--- src/rtl/lcm_consts.svh ---
// Constants for the link controller main status and data port block
`ifndef LCM_CONSTS_SVH
`define LCM_CONSTS_SVH

// Word geometry
`define LCM_W            16
`define LCM_WORD_RST     16'h0000
`define LCM_SEL_HI       3
`define LCM_SEL_LO       1
`define LCM_SEL_MAIN     3'h0
`define LCM_FIRST_AUX    1
`define LCM_LAST_WORD    5

// Main control/status word bit positions
`define LCM_B_POLL_NOW   15
`define LCM_B_POWERED_OFF_FLAG       14
`define LCM_B_TX_DIS     13
`define LCM_B_RX_DIS     12
`define LCM_B_TX_ACT     11
`define LCM_B_RX_ACT     10
`define LCM_B_IRQ_EN     9
`define LCM_B_IRQ_SUM    8
`define LCM_B_BUS_TMO    7
`define LCM_B_LOST       6
`define LCM_B_RX_OVF     5
`define LCM_B_PRIM_UPD   3
`define LCM_B_TX_UPD     2
`define LCM_B_RX_UPD     1

// Timing: clock period, master timeout, transmit poll interval
`define LCM_CLK_NS       20
`define LCM_TMO_NS       5120
`define LCM_TMO_CYCLES   (`LCM_TMO_NS / `LCM_CLK_NS)
`define LCM_TMO_LAST     9'(`LCM_TMO_CYCLES - 1)
`define LCM_TMO_ZERO     9'h000
`define LCM_TMO_ONE      9'h001
`define LCM_POLL_NS      40960
`define LCM_POLL_CYCLES  (`LCM_POLL_NS / `LCM_CLK_NS)
`define LCM_POLL_LAST    12'(`LCM_POLL_CYCLES - 1)
`define LCM_POLL_ZERO    12'h000
`define LCM_POLL_ONE     12'h001

`endif

--- src/rtl/lcm_pkg.sv ---
// Types shared by the link controller main status and data port block
package lcm_pkg;
    typedef logic [15:0] lcm_word_t;

    typedef enum logic [1:0] {
        LCM_TMO_IDLE  = 2'b00,
        LCM_TMO_WAIT  = 2'b01,
        LCM_TMO_FAULT = 2'b10
    } lcm_tmo_t;
endpackage

--- src/rtl/lcm_flag_cell.sv ---
// Sticky event flag: set by hardware, cleared by write-one or power-off
`timescale 1ns/10ps
`default_nettype none
module lcm_flag_cell (
    input  wire logic clk,
    input  wire logic nrst,
    input  wire logic set_evt,
    input  wire logic clr_evt,
    output var  logic flag
);
    // Set wins so an event landing on the clear cycle is kept
    always_ff @(posedge clk or negedge nrst) begin
        if (!nrst) begin
            flag <= 1'b0;
        end else if (set_evt) begin
            flag <= 1'b1;
        end else if (clr_evt) begin
            flag <= 1'b0;
        end
    end
endmodule
`default_nettype wire

--- src/rtl/lcm_main_status_port.sv ---
// Host data port, address select and main control/status word
// What this block does
// Data port write stores into the word picked by the select field
// Data port read returns the word picked by the select field
// Poll-now request polls the transmit ring at once; timer polls anyway
// Poll-now set by writing one only; cleared when used, at power-off or reset
// Powered-off flag read-only, set by reset or power-off; holds logic
// Transmit disable stops ring access after the current unit; read/write
// Receive disable stops ring access after the current unit; read/write
// Transmit active sets on power-on or disable clear; clears on disable, power-off or bus timeout
// With transmit active clear, the ring is untouched; host may rewrite
// Receive active follows receive disable like transmit active does
// Interrupt pin low only when enable and summary are both one
// Interrupt enable read/write; cleared and held clear while powered off
// Summary flag is the OR of the event flags; clears with them
// Bus timeout error sets after 256 cycles without ready as master
// On bus timeout release the bus and stop receiver and transmitter
// Error flags set by hardware, cleared by writing one or power-off
// Lost message flag sets when a unit is dropped for lack of buffer
// Overflow flag sets when receive FIFO is full on push while receive is active; unit dropped
// Three-bit select in the address port, read/write, reset to zero
// Receive update flag sets after a receive descriptor update
// Transmit update flag sets after a transmit descriptor update
// Primitive update flag sets after a primitive register write
`timescale 1ns/10ps
`default_nettype none
`include "lcm_consts.svh"
module lcm_main_status_port (
    input  wire logic        clk,
    input  wire logic        nrst,
    input  wire logic        bus_sel,
    input  wire logic        bus_adr,
    input  wire logic        bus_rd,
    input  wire logic        bus_wr,
    input  wire logic [15:0] bus_data_in,
    output var  logic [15:0] bus_data_out,
    output var  logic        bus_data_oe,
    input  wire logic        bus_ready,
    input  wire logic        master_addr_out,
    output logic             bus_release,
    input  wire logic        prim_power_off,
    input  wire logic        prim_power_on,
    input  wire logic        tx_desc_updated,
    input  wire logic        rx_desc_updated,
    input  wire logic        prim_reg_written,
    input  wire logic        rx_msu_no_buffer,
    input  wire logic        rx_fifo_push,
    input  wire logic        rx_fifo_full,
    input  wire logic        tx_su_busy,
    input  wire logic        rx_su_busy,
    output var  logic        tx_poll_strobe,
    output var  logic        tx_ring_active,
    output var  logic        rx_ring_active,
    output var  logic        tx_ring_disable,
    output var  logic        rx_ring_disable,
    output var  logic        powered_off,
    output logic             internal_hold,
    output var  logic        rx_unit_discard,
    output var  logic        irq_n
);
    // Pin synchronisers; stage one feeds stage two only
    logic        sel_m, adr_m, rd_m, wr_m, rdy_m;
    logic        sel_s, adr_s, rd_s, wr_s, rdy_s;
    logic [15:0] din_m, din_s;
    logic        wr_d;
    always_ff @(posedge clk or negedge nrst) begin
        if (!nrst) begin
            {sel_m, adr_m, rd_m, wr_m, rdy_m} <= 5'h00;
            {sel_s, adr_s, rd_s, wr_s, rdy_s} <= 5'h00;
            din_m <= `LCM_WORD_RST;
            din_s <= `LCM_WORD_RST;
            wr_d  <= 1'b0;
        end else begin
            {sel_m, adr_m, rd_m, wr_m, rdy_m} <=
                {bus_sel, bus_adr, bus_rd, bus_wr, bus_ready};
            {sel_s, adr_s, rd_s, wr_s, rdy_s} <=
                {sel_m, adr_m, rd_m, wr_m, rdy_m};
            din_m <= bus_data_in;
            din_s <= din_m;
            wr_d  <= sel_s & wr_s;
        end
    end

    // One write event per host strobe; data is stable by then
    logic wr_evt, wr_addr, wr_data, wr_main;
    logic [2:0] csr_sel;
    assign wr_evt  = sel_s & wr_s & ~wr_d;
    assign wr_addr = wr_evt & adr_s;
    assign wr_data = wr_evt & ~adr_s;
    assign wr_main = wr_data & (csr_sel == `LCM_SEL_MAIN);

    // Address port select field
    always_ff @(posedge clk or negedge nrst) begin
        if (!nrst) begin
            csr_sel <= `LCM_SEL_MAIN;
        end else if (wr_addr) begin
            csr_sel <= din_s[`LCM_SEL_HI:`LCM_SEL_LO];
        end
    end

    // Plain storage for the other control words
    lcm_pkg::lcm_word_t aux_word [`LCM_FIRST_AUX:`LCM_LAST_WORD];
    always_ff @(posedge clk or negedge nrst) begin
        if (!nrst) begin
            for (int i = `LCM_FIRST_AUX; i <= `LCM_LAST_WORD; i++) begin
                aux_word[i] <= `LCM_WORD_RST;
            end
        end else begin
            for (int i = `LCM_FIRST_AUX; i <= `LCM_LAST_WORD; i++) begin
                if (wr_data && csr_sel == 3'(i)) begin
                    aux_word[i] <= din_s;
                end
            end
        end
    end

    // Power state; reset enters powered-off
    logic pwr_on_evt, pwr_off_evt;
    assign pwr_on_evt  = prim_power_on & powered_off;
    assign pwr_off_evt = prim_power_off & ~powered_off;
    assign internal_hold = powered_off;
    always_ff @(posedge clk or negedge nrst) begin
        if (!nrst) begin
            powered_off <= 1'b1;
        end else if (pwr_off_evt) begin
            powered_off <= 1'b1;
        end else if (pwr_on_evt) begin
            powered_off <= 1'b0;
        end
    end

    // Ring disable bits, plain read/write
    logic tx_dis_d, rx_dis_d;
    always_ff @(posedge clk or negedge nrst) begin
        if (!nrst) begin
            tx_ring_disable <= 1'b0;
            rx_ring_disable <= 1'b0;
            tx_dis_d        <= 1'b0;
            rx_dis_d        <= 1'b0;
        end else begin
            if (wr_main) begin
                tx_ring_disable <= din_s[`LCM_B_TX_DIS];
                rx_ring_disable <= din_s[`LCM_B_RX_DIS];
            end
            tx_dis_d <= tx_ring_disable;
            rx_dis_d <= rx_ring_disable;
        end
    end

    // Master timeout watch; cleared while the logic is held
    lcm_pkg::lcm_tmo_t tmo_state;
    logic [8:0]        tmo_cnt;
    logic              tmo_fault;
    assign tmo_fault   = (tmo_state == lcm_pkg::LCM_TMO_FAULT);
    assign bus_release = tmo_fault;
    always_ff @(posedge clk or negedge nrst) begin
        if (!nrst) begin
            tmo_state <= lcm_pkg::LCM_TMO_IDLE;
            tmo_cnt   <= `LCM_TMO_ZERO;
        end else if (powered_off) begin
            tmo_state <= lcm_pkg::LCM_TMO_IDLE;
            tmo_cnt   <= `LCM_TMO_ZERO;
        end else begin
            case (tmo_state)
                lcm_pkg::LCM_TMO_IDLE: begin
                    tmo_cnt <= `LCM_TMO_ZERO;
                    if (master_addr_out) begin
                        tmo_state <= lcm_pkg::LCM_TMO_WAIT;
                    end
                end
                lcm_pkg::LCM_TMO_WAIT: begin
                    if (rdy_s) begin
                        tmo_state <= lcm_pkg::LCM_TMO_IDLE;
                    end else if (tmo_cnt == `LCM_TMO_LAST) begin
                        tmo_state <= lcm_pkg::LCM_TMO_FAULT;
                    end else begin
                        tmo_cnt <= tmo_cnt + `LCM_TMO_ONE;
                    end
                end
                lcm_pkg::LCM_TMO_FAULT: begin
                    tmo_state <= lcm_pkg::LCM_TMO_IDLE;
                end
                default: begin
                    tmo_state <= lcm_pkg::LCM_TMO_IDLE;
                end
            endcase
        end
    end

    // Ring active bits; a unit in flight finishes before a disable drops the bit
    always_ff @(posedge clk or negedge nrst) begin
        if (!nrst) begin
            tx_ring_active <= 1'b0;
            rx_ring_active <= 1'b0;
        end else begin
            if (pwr_off_evt || tmo_fault) begin
                tx_ring_active <= 1'b0;
            end else if (tx_ring_disable && !tx_su_busy) begin
                tx_ring_active <= 1'b0;
            end else if ((pwr_on_evt && !tx_ring_disable) ||
                         (!powered_off && tx_dis_d && !tx_ring_disable)) begin
                tx_ring_active <= 1'b1;
            end
            if (pwr_off_evt || tmo_fault) begin
                rx_ring_active <= 1'b0;
            end else if (rx_ring_disable && !rx_su_busy) begin
                rx_ring_active <= 1'b0;
            end else if ((pwr_on_evt && !rx_ring_disable) ||
                         (!powered_off && rx_dis_d && !rx_ring_disable)) begin
                rx_ring_active <= 1'b1;
            end
        end
    end

    // Poll-now request and the interval timer that polls without it
    logic        poll_now;
    logic [11:0] poll_cnt;
    logic        poll_due;
    // A set disable stops polling even while the last unit drains
    assign poll_due = tx_ring_active & ~tx_ring_disable &
                      (poll_now | (poll_cnt == `LCM_POLL_LAST));
    always_ff @(posedge clk or negedge nrst) begin
        if (!nrst) begin
            poll_now <= 1'b0;
        end else if (wr_main && din_s[`LCM_B_POLL_NOW]) begin
            poll_now <= 1'b1;
        end else if ((poll_now && poll_due) || pwr_off_evt) begin
            poll_now <= 1'b0;
        end
    end

    // The ring is only polled while transmit is active
    always_ff @(posedge clk or negedge nrst) begin
        if (!nrst) begin
            poll_cnt       <= `LCM_POLL_ZERO;
            tx_poll_strobe <= 1'b0;
        end else begin
            tx_poll_strobe <= poll_due;
            if (poll_due || !tx_ring_active || tx_ring_disable) begin
                poll_cnt <= `LCM_POLL_ZERO;
            end else begin
                poll_cnt <= poll_cnt + `LCM_POLL_ONE;
            end
        end
    end

    // Event flags: write one clears, power-off clears, set wins
    logic clr_any, rx_ovf_evt;
    logic f_tmo, f_lost, f_ovf, f_rxu, f_txu, f_prim;
    assign clr_any    = pwr_off_evt;
    assign rx_ovf_evt = rx_fifo_push & rx_fifo_full & rx_ring_active;

    lcm_flag_cell u_tmo (
        .clk     (clk),
        .nrst    (nrst),
        .set_evt (tmo_fault),
        .clr_evt (clr_any | (wr_main & din_s[`LCM_B_BUS_TMO])),
        .flag    (f_tmo)
    );
    lcm_flag_cell u_lost (
        .clk     (clk),
        .nrst    (nrst),
        .set_evt (rx_msu_no_buffer),
        .clr_evt (clr_any | (wr_main & din_s[`LCM_B_LOST])),
        .flag    (f_lost)
    );
    lcm_flag_cell u_ovf (
        .clk     (clk),
        .nrst    (nrst),
        .set_evt (rx_ovf_evt),
        .clr_evt (clr_any | (wr_main & din_s[`LCM_B_RX_OVF])),
        .flag    (f_ovf)
    );
    lcm_flag_cell u_rxu (
        .clk     (clk),
        .nrst    (nrst),
        .set_evt (rx_desc_updated),
        .clr_evt (clr_any | (wr_main & din_s[`LCM_B_RX_UPD])),
        .flag    (f_rxu)
    );
    lcm_flag_cell u_txu (
        .clk     (clk),
        .nrst    (nrst),
        .set_evt (tx_desc_updated),
        .clr_evt (clr_any | (wr_main & din_s[`LCM_B_TX_UPD])),
        .flag    (f_txu)
    );
    lcm_flag_cell u_prim (
        .clk     (clk),
        .nrst    (nrst),
        .set_evt (prim_reg_written),
        .clr_evt (clr_any | (wr_main & din_s[`LCM_B_PRIM_UPD])),
        .flag    (f_prim)
    );

    // Dropped units are reported to the receive framer
    always_ff @(posedge clk or negedge nrst) begin
        if (!nrst) begin
            rx_unit_discard <= 1'b0;
        end else begin
            rx_unit_discard <= rx_ovf_evt;
        end
    end

    // Interrupt enable, forced clear while powered off
    logic irq_en, irq_sum;
    assign irq_sum = f_tmo | f_lost | f_ovf | f_rxu | f_txu | f_prim;
    always_ff @(posedge clk or negedge nrst) begin
        if (!nrst) begin
            irq_en <= 1'b0;
        end else if (powered_off || pwr_off_evt) begin
            irq_en <= 1'b0;
        end else if (wr_main) begin
            irq_en <= din_s[`LCM_B_IRQ_EN];
        end
    end

    // Registered pin avoids glitches while flags change together
    always_ff @(posedge clk or negedge nrst) begin
        if (!nrst) begin
            irq_n <= 1'b1;
        end else begin
            irq_n <= ~(irq_en & irq_sum);
        end
    end

    // Read mux; select values past the last word read as zero
    lcm_pkg::lcm_word_t main_word, next_rdata;
    always_comb begin
        main_word = `LCM_WORD_RST;
        main_word[`LCM_B_POLL_NOW] = poll_now;
        main_word[`LCM_B_POWERED_OFF_FLAG]     = powered_off;
        main_word[`LCM_B_TX_DIS]   = tx_ring_disable;
        main_word[`LCM_B_RX_DIS]   = rx_ring_disable;
        main_word[`LCM_B_TX_ACT]   = tx_ring_active;
        main_word[`LCM_B_RX_ACT]   = rx_ring_active;
        main_word[`LCM_B_IRQ_EN]   = irq_en;
        main_word[`LCM_B_IRQ_SUM]  = irq_sum;
        main_word[`LCM_B_BUS_TMO]  = f_tmo;
        main_word[`LCM_B_LOST]     = f_lost;
        main_word[`LCM_B_RX_OVF]   = f_ovf;
        main_word[`LCM_B_PRIM_UPD] = f_prim;
        main_word[`LCM_B_TX_UPD]   = f_txu;
        main_word[`LCM_B_RX_UPD]   = f_rxu;
        next_rdata = `LCM_WORD_RST;
        if (adr_s) begin
            next_rdata[`LCM_SEL_HI:`LCM_SEL_LO] = csr_sel;
        end else if (csr_sel == `LCM_SEL_MAIN) begin
            next_rdata = main_word;
        end else begin
            for (int i = `LCM_FIRST_AUX; i <= `LCM_LAST_WORD; i++) begin
                if (csr_sel == 3'(i)) begin
                    next_rdata = aux_word[i];
                end
            end
        end
    end

    // Data drive follows the synchronised read strobe
    always_ff @(posedge clk or negedge nrst) begin
        if (!nrst) begin
            bus_data_out <= `LCM_WORD_RST;
            bus_data_oe  <= 1'b0;
        end else begin
            bus_data_out <= next_rdata;
            bus_data_oe  <= sel_s & rd_s;
        end
    end

    // Assertion helper: cycles spent waiting on a silent ready line
    logic [8:0] tmo_wait_cnt;
    always_ff @(posedge clk or negedge nrst) begin
        if (!nrst) begin
            tmo_wait_cnt <= `LCM_TMO_ZERO;
        end else if (tmo_state == lcm_pkg::LCM_TMO_WAIT && !rdy_s) begin
            tmo_wait_cnt <= tmo_wait_cnt + `LCM_TMO_ONE;
        end else begin
            tmo_wait_cnt <= `LCM_TMO_ZERO;
        end
    end

    localparam int TMO_N = `LCM_TMO_CYCLES;
endmodule
`default_nettype wire

--- config.mk ---
export PLATFORM = sky130hd
export DESIGN_NAME = lcm_main_status_port
export DESIGN_NICKNAME = d
export VERILOG_FILES = /design/src/rtl/lcm_pkg.sv /design/src/rtl/lcm_flag_cell.sv /design/src/rtl/lcm_main_status_port.sv
export VERILOG_INCLUDE_DIRS = /design/src /design/src/rtl
export SDC_FILE = /design/constraint.sdc
export NUM_CORES = 1
export LEC_CHECK = 0
export ABC_AREA = 0
export BUFFER_PORTS_ARGS = -buffer_cell sky130_fd_sc_hd__buf_2
export CORE_ASPECT_RATIO = 1.5
export CORE_MARGIN = 4
export CORE_UTILIZATION = 35
export CTS_CLUSTER_DIAMETER = 100
export DETAILED_ROUTE_END_ITERATION = 10
export GPL_TIMING_DRIVEN = 1
export PLACE_DENSITY = 0.52
export SYNTH_ARGS = -nofsm -noshare
export SYNTH_HDL_FRONTEND = slang
export SYNTH_SLANG_ARGS = --single-unit
export TNS_END_PERCENT = 20
--- constraint.sdc ---
create_clock -name clk -period 3.8 [get_ports clk]
set_clock_uncertainty 0.2 [all_clocks]
set_input_delay 0.57 -clock clk [delete_from_list [all_inputs] [get_ports clk]]
set_output_delay 0.57 -clock clk [all_outputs]
set_load 0.01 [all_outputs]
======== Yosys cells after proc, flatten, opt, wreduce, memory -nomap -nowiden ========
Index checks and enable logic that the tools add are counted.
Widths: inputs -> output; s select.
word-level totals
  output and inout port bits .............. 27
  input bits .............................. 34
  flip-flop bits (word level) ............. 184
  word-level logic and storage cells ...... 180
operators by class
  muxes and demuxes ....................... 43
  $add $sub $neg .......................... 2
  equal/unequal tests ..................... 13
  reduce and logical (&&, ||, !) cells .... 44
  bitwise gates (word level) .............. 36
operators with widths
  kind                   count
  $mux 16                6
  $mux 9                 3
  $mux 1                 25
  $mux 12                2
  $and 1x1->1            19
  $pmux 9 s2             1
  $reduce_bool 2->1      9
  $logic_and 1x1->1      15
  $add 12x1->12 const B  1
  $eq 12x11->1 const B   1
  $or 1x1->1             12
  $add 9x1->9 const B    1
  $eq 9x8->1 const B     1
  $ne 3x3->1 const B     3
  $reduce_bool 3->1      3
  $mux 2                 4
  $logic_or 1x1->1       7
  $eq 3x2->1 const B     2
  $eq 3x3->1 const B     2
  $logic_not 1->1        6
  $not 1->1              5
  $ne 4x4->1 const B     1
  $pmux 2 s2             1
  $eq 3x1->1 const B     1
  other kinds (7)        7

======== Depth between registers and ports, before layout ========
  word-level depth ........................ 8
  depth in mapped cells ................... 8
  gate-level depth less buffers ........... 8

======== Cells and area by module ========
From an unflattened synthesis, not the netlist that was laid out.
second synthesis, totals
  cell total of the unflattened synthesis .. 584
  area total of the unflattened synthesis .. 7409.6 um^2
by module, submodules not included
  module                area each (um^2)  sequential area each (um^2)  times used  cells each
  lcm_main_status_port  7191.9            4456.8                       1           566
  lcm_flag_cell         36.3              25.0                         6           3

======== Least setup slack after synthesis ========
OpenSTA, ideal clock, no wires.
  kind .................................... register to register
  start ................................... reg tmo_cnt[0]
  end ..................................... reg tmo_cnt[6]
  arrival time ............................ 1.900 ns
  setup time .............................. 0.078 ns
  period minus slack after synthesis ...... 2.178 ns
  required time ........................... 3.522 ns
  buffers on the path ..................... 0
  cell stages (with the launch flop) ...... 9
  path slack .............................. 1.622 ns
  cells stage by stage .................... dfrtp_1 > ha_1 > nand3_1 > nor2_1 > ha_1 > nor2_1 > nand2_1 > or4_1 > a21oi_1
between the ends
  cells in the longest elaborated chain, start to end .. 5
  elaborated cells on any way between the ends .. 8
  those cells by class .................... add/sub: 1; eq/ne: 2; mux: 4; reduce/logical: 1
RTL lines
  item                          line                         RTL
  from (decl)                   lcm_main_status_port.sv:152  logic [8:0] tmo_cnt;
  from (signal assigned)        lcm_main_status_port.sv:159  tmo_cnt <= `LCM_TMO_ZERO;
  from (signal assigned)        lcm_main_status_port.sv:162  tmo_cnt <= `LCM_TMO_ZERO;
  from (signal assigned)        lcm_main_status_port.sv:166  tmo_cnt <= `LCM_TMO_ZERO;
  $add 9x1->9 (no source line)  -
  $mux 9                        lcm_main_status_port.sv:174  end else if (tmo_cnt == `LCM_TMO_LAST) begin
  $mux 9                        lcm_main_status_port.sv:172  if (rdy_s) begin
  $pmux 9 s2                    lcm_main_status_port.sv:164  case (tmo_state)
  $mux 9                        lcm_main_status_port.sv:160  end else if (powered_off) begin
Parallel ways exist; a longest one is shown, timed or not. The select of a mux whose other input is x is not followed.
A chain may end at the register's enable or synchronous reset.

======== Worst setup path in the final report ========
  start ................................... reg csr_sel[2]
  end ..................................... reg aux_word[11] (netlist name)
between the ends
  cells in the longest elaborated chain, start to end .. 2
RTL lines
  item                             line                         RTL
  from (decl)                      lcm_main_status_port.sv:86   logic [2:0] csr_sel;
  from (signal assigned)           lcm_main_status_port.sv:95   csr_sel <= `LCM_SEL_MAIN;
  from (signal assigned)           lcm_main_status_port.sv:97   csr_sel <= din_s[`LCM_SEL_HI:`LCM_SEL_LO];
  $eq 3x3->1                       lcm_main_status_port.sv:110  if (wr_data && csr_sel == 3'(i)) begin
  $logic_and 1x1->1                lcm_main_status_port.sv:110
  to (signal, indexed assignment)  lcm_main_status_port.sv:106  aux_word[i] <= `LCM_WORD_RST;
  to (signal, indexed assignment)  lcm_main_status_port.sv:111  aux_word[i] <= din_s;
  to (decl)                        lcm_main_status_port.sv:102  lcm_pkg::lcm_word_t aux_word [`LCM_FIRST_AUX:`LCM_LAST_WORD];
No other way between the ends.

==> impl_metrics.env <==
export IMPL_outcome="finished clean"
export IMPL_critPathKind="register to register"
export IMPL_cts_root_buf="clkbuf_16"
export IMPL_vias=4799
export IMPL_dr_pass1_iters=4
export IMPL_worst_pin_slew_ns=0.9883
export IMPL_core_area_um2=21060
export IMPL_clockBufferDepth=2
export IMPL_fin_nets=669
export IMPL_setup_viol=0
export IMPL_peakVddDrop_v=0.0003683
export IMPL_cp_required_ns=3.91
export IMPL_asyncSetResetFlopFracSynth_pct=100.0
export IMPL_gr_usage_all_layers_pct=14.90
export IMPL_period_share_pct=74.58
export IMPL_antenna_found_initial=0
export IMPL_numPortBuffers=60
export IMPL_min_path_type="input pin to register"
export IMPL_maxSlewViolCount=0
export IMPL_drc=0
export IMPL_grt_overflow_total=0
export IMPL_cts_setup_buffers=0
export IMPL_slew_headroom_pct=34.12
export IMPL_synthAdderAreaFrac_pct=0.5003
export IMPL_drtIter0Drc=346
export IMPL_cts_tree="done"
export IMPL_p_leak_uw=0.003916
export IMPL_final_hold_violation_count=0
export IMPL_yosys_area_top_type="dfrtp_1"
export IMPL_synthCells=578
export IMPL_fp_row_count=65
export IMPL_io_pins=61
export IMPL_synth_most_common_cell="dfrtp_1"
export IMPL_synth_top_cell_area_share_pct=60.70
export IMPL_startpoint_type="register"
export IMPL_start_util_pct=35.62
export IMPL_grt_pass1_wl_mm=28.19
export IMPL_numCtsBuffers=17
export IMPL_vias_per_cell=5.256
export IMPL_seq_area_um2=4607
export IMPL_ys_top_cells_by_count="182 x dfrtp_1, 79 x mux2_2, 41 x nor2_1, 21 x nand2_1, 21 x o21ai_0"
export IMPL_clock_sinks=184
export IMPL_slowest_delay_ns=0.99
export IMPL_nFillCells=1991
export IMPL_yosys_area_share_xor_xnor_pct=0.9338
export IMPL_synth_seq_cells=184
export IMPL_postRouteAntennaNets=0
export IMPL_grt_max_degree=79
export IMPL_cp_arrival_ns=2.94
export IMPL_drive_gt1_share_pct=30.54
export IMPL_synth_top_family_by_area="multiplexers"
export IMPL_synth_edf_count=0
export IMPL_seq_area_frac_synth_pct=61.40
export IMPL_hold_ws_ns=0.04741
export IMPL_syn_area_um2=7503
export IMPL_synth_simple_area_share_pct=10.16
export IMPL_synth_mux_area_share_pct=14.44
export IMPL_worst_setup_path_end_kind="register"
export IMPL_die_w_um=127.6
export IMPL_grt_setup_unrepaired="false"
export IMPL_multi_input_area_um2=2673
export IMPL_dieArea_um2=23890
export IMPL_routedWlPerCell_um=18.71
export IMPL_clkTransAtPathRegs_ns=0.07
export IMPL_path_max_fanout=31
export IMPL_worstSkewPairLatency_ns=0.43
export IMPL_diodes=0
export IMPL_grt_pass1_vias=5027
export IMPL_setup_tns_final_ns=0
export IMPL_fmax_ghz=0.3529
export IMPL_path_cells="nand3_1, and2b_1, mux2_2"
export IMPL_drv_cap=0
export IMPL_htreeDepth=4
export IMPL_synth_fp_nets=615
export IMPL_synth_flop_cell="dfrtp_1"
export IMPL_gp_congestion=0.8162
export IMPL_hpwl_mm=11.35
export IMPL_syn_to_final_growth_pct=15.12
export IMPL_fin_crit_ns=2.834
export IMPL_synth_area_per_cell_um2=12.98
export IMPL_fp_dieH_um=187.3
export IMPL_routed_wl_mm=17.08
export IMPL_cp_slowest_cell="dfrtp_1"
export IMPL_ys_warnings_count=0
export IMPL_power_density_nw_per_um2=623.5
export IMPL_synth_compound_area_share_pct=9.505
export IMPL_synth_cell_type_count=60
export IMPL_synth_area_leaders="dfrtp_1 61%, mux2_2 12%, nor2_1 2.1%, mux2_1 1.7%, o21ai_0 1.4%"
## layout make-up
cell class	instances	share of cell area [%]
Clock buffer	20	5.287
Tap cell	268	3.882
Timing Repair Buffer	70	4.621
Multi-Input combinational cell	352	30.94
Sequential cell	184	53.33
Inverter	7	0.3042
Clock inverter	12	1.637
## logic make-up after synthesis
| kind of cell | after synthesis |
|---|---|
| buffers and inverters | 42 |
| xor gates and xnor gates | 8 |
| adders and majority gates | 3 |
| and+or+nand+nor | 140 |
| AOI/OAI and AO/OA | 104 |
| muxes | 97 |
| DFF | 184 |
## layout by cell type (no fill, tap or decap), drive strengths merged, types with 8 or more instances in the layout
| master | n |
|---|---|
| o221ai | 11 |
| and3 | 10 |
| buf | 68 |
| a21oi | 16 |
| mux2 | 90 |
| nand3 | 12 |
| nor2b | 11 |
| o21ai | 21 |
| dfrtp | 182 |
| o22ai | 13 |
| nand2b | 8 |
| inv | 11 |
| nand2 | 21 |
| clkbuf | 21 |
| nor2 | 41 |
## final timing paths
| path | slack (ns) | cells after the start | end | startpoint |
|---|---|---|---|---|
| worst max-delay path | 0.97 | 3 | aux_word[11] | csr_sel[2] |
| min in group asynchronous | 0.53 | 2 | tmo_cnt[5] | nrst |
| worst max register to register | 0.97 | 3 | aux_word[11] | csr_sel[2] |
| worst min register to register | 0.15 | 0 | rdy_s | rdy_m |
| max in group asynchronous | 1.93 | 4 | bus_data_out[5] | nrst |
| worst min-delay path | 0.05 | 1 | din_m[5] | bus_data_in[5] |
## worst max-delay path: cells and delay by family, from the launching register on
kind	cells	cell delay, ns
flip-flops	1	0.99
AND/OR/NAND/NOR	2	1.11
multiplexers	1	0.41
## report_power, final
part / leakage, uW / switching [uW] / internal, uW
combinational: 0.00128 / 472 / 483
sequential: 0.00235 / 290 / 2360
clock: 0.000288 / 767 / 1020
total: 0.00392 / 1530 / 3860
## state kept, by name, summed over array words and instances (netlist names), 2 cells and up
name,cells
poll_cnt,12
din_m,16
tmo_state,2
bus_data_out,16
tmo_cnt,9
aux_word,80
din_s,16
csr_sel,3
## metal layers
metal  vias to the layer above  wire, um  global-route usage (%)
li1                       2212         -                       -
met1                      2480      7416                   19.43
met2                        93      8884                   25.07
met3                        14       580                   2.886
met4                         0       201                   4.377
met5                         -         0                       0
## what timing repair did
action	4_1_cts	5_1_grt
resized for setup	0	0
hold buffers	1	0
hold endpoints to repair	17	0
## per-stage QoR
step                area [um^2]  std cells  setup WS [ns]  total power, uW  utilization, %
floorplan                  7503        578          1.622             3285               -
global placement           8030        880          1.032             3617           38.12
detailed placement         8030        880         0.9673             3655           38.12
CTS                        8638        913         0.9513             5456           41.01
global route               8638        913         0.7684             5682           41.01
finish                     8638        913         0.9661             5386           41.01
Power figures use the tool's default switching activity.
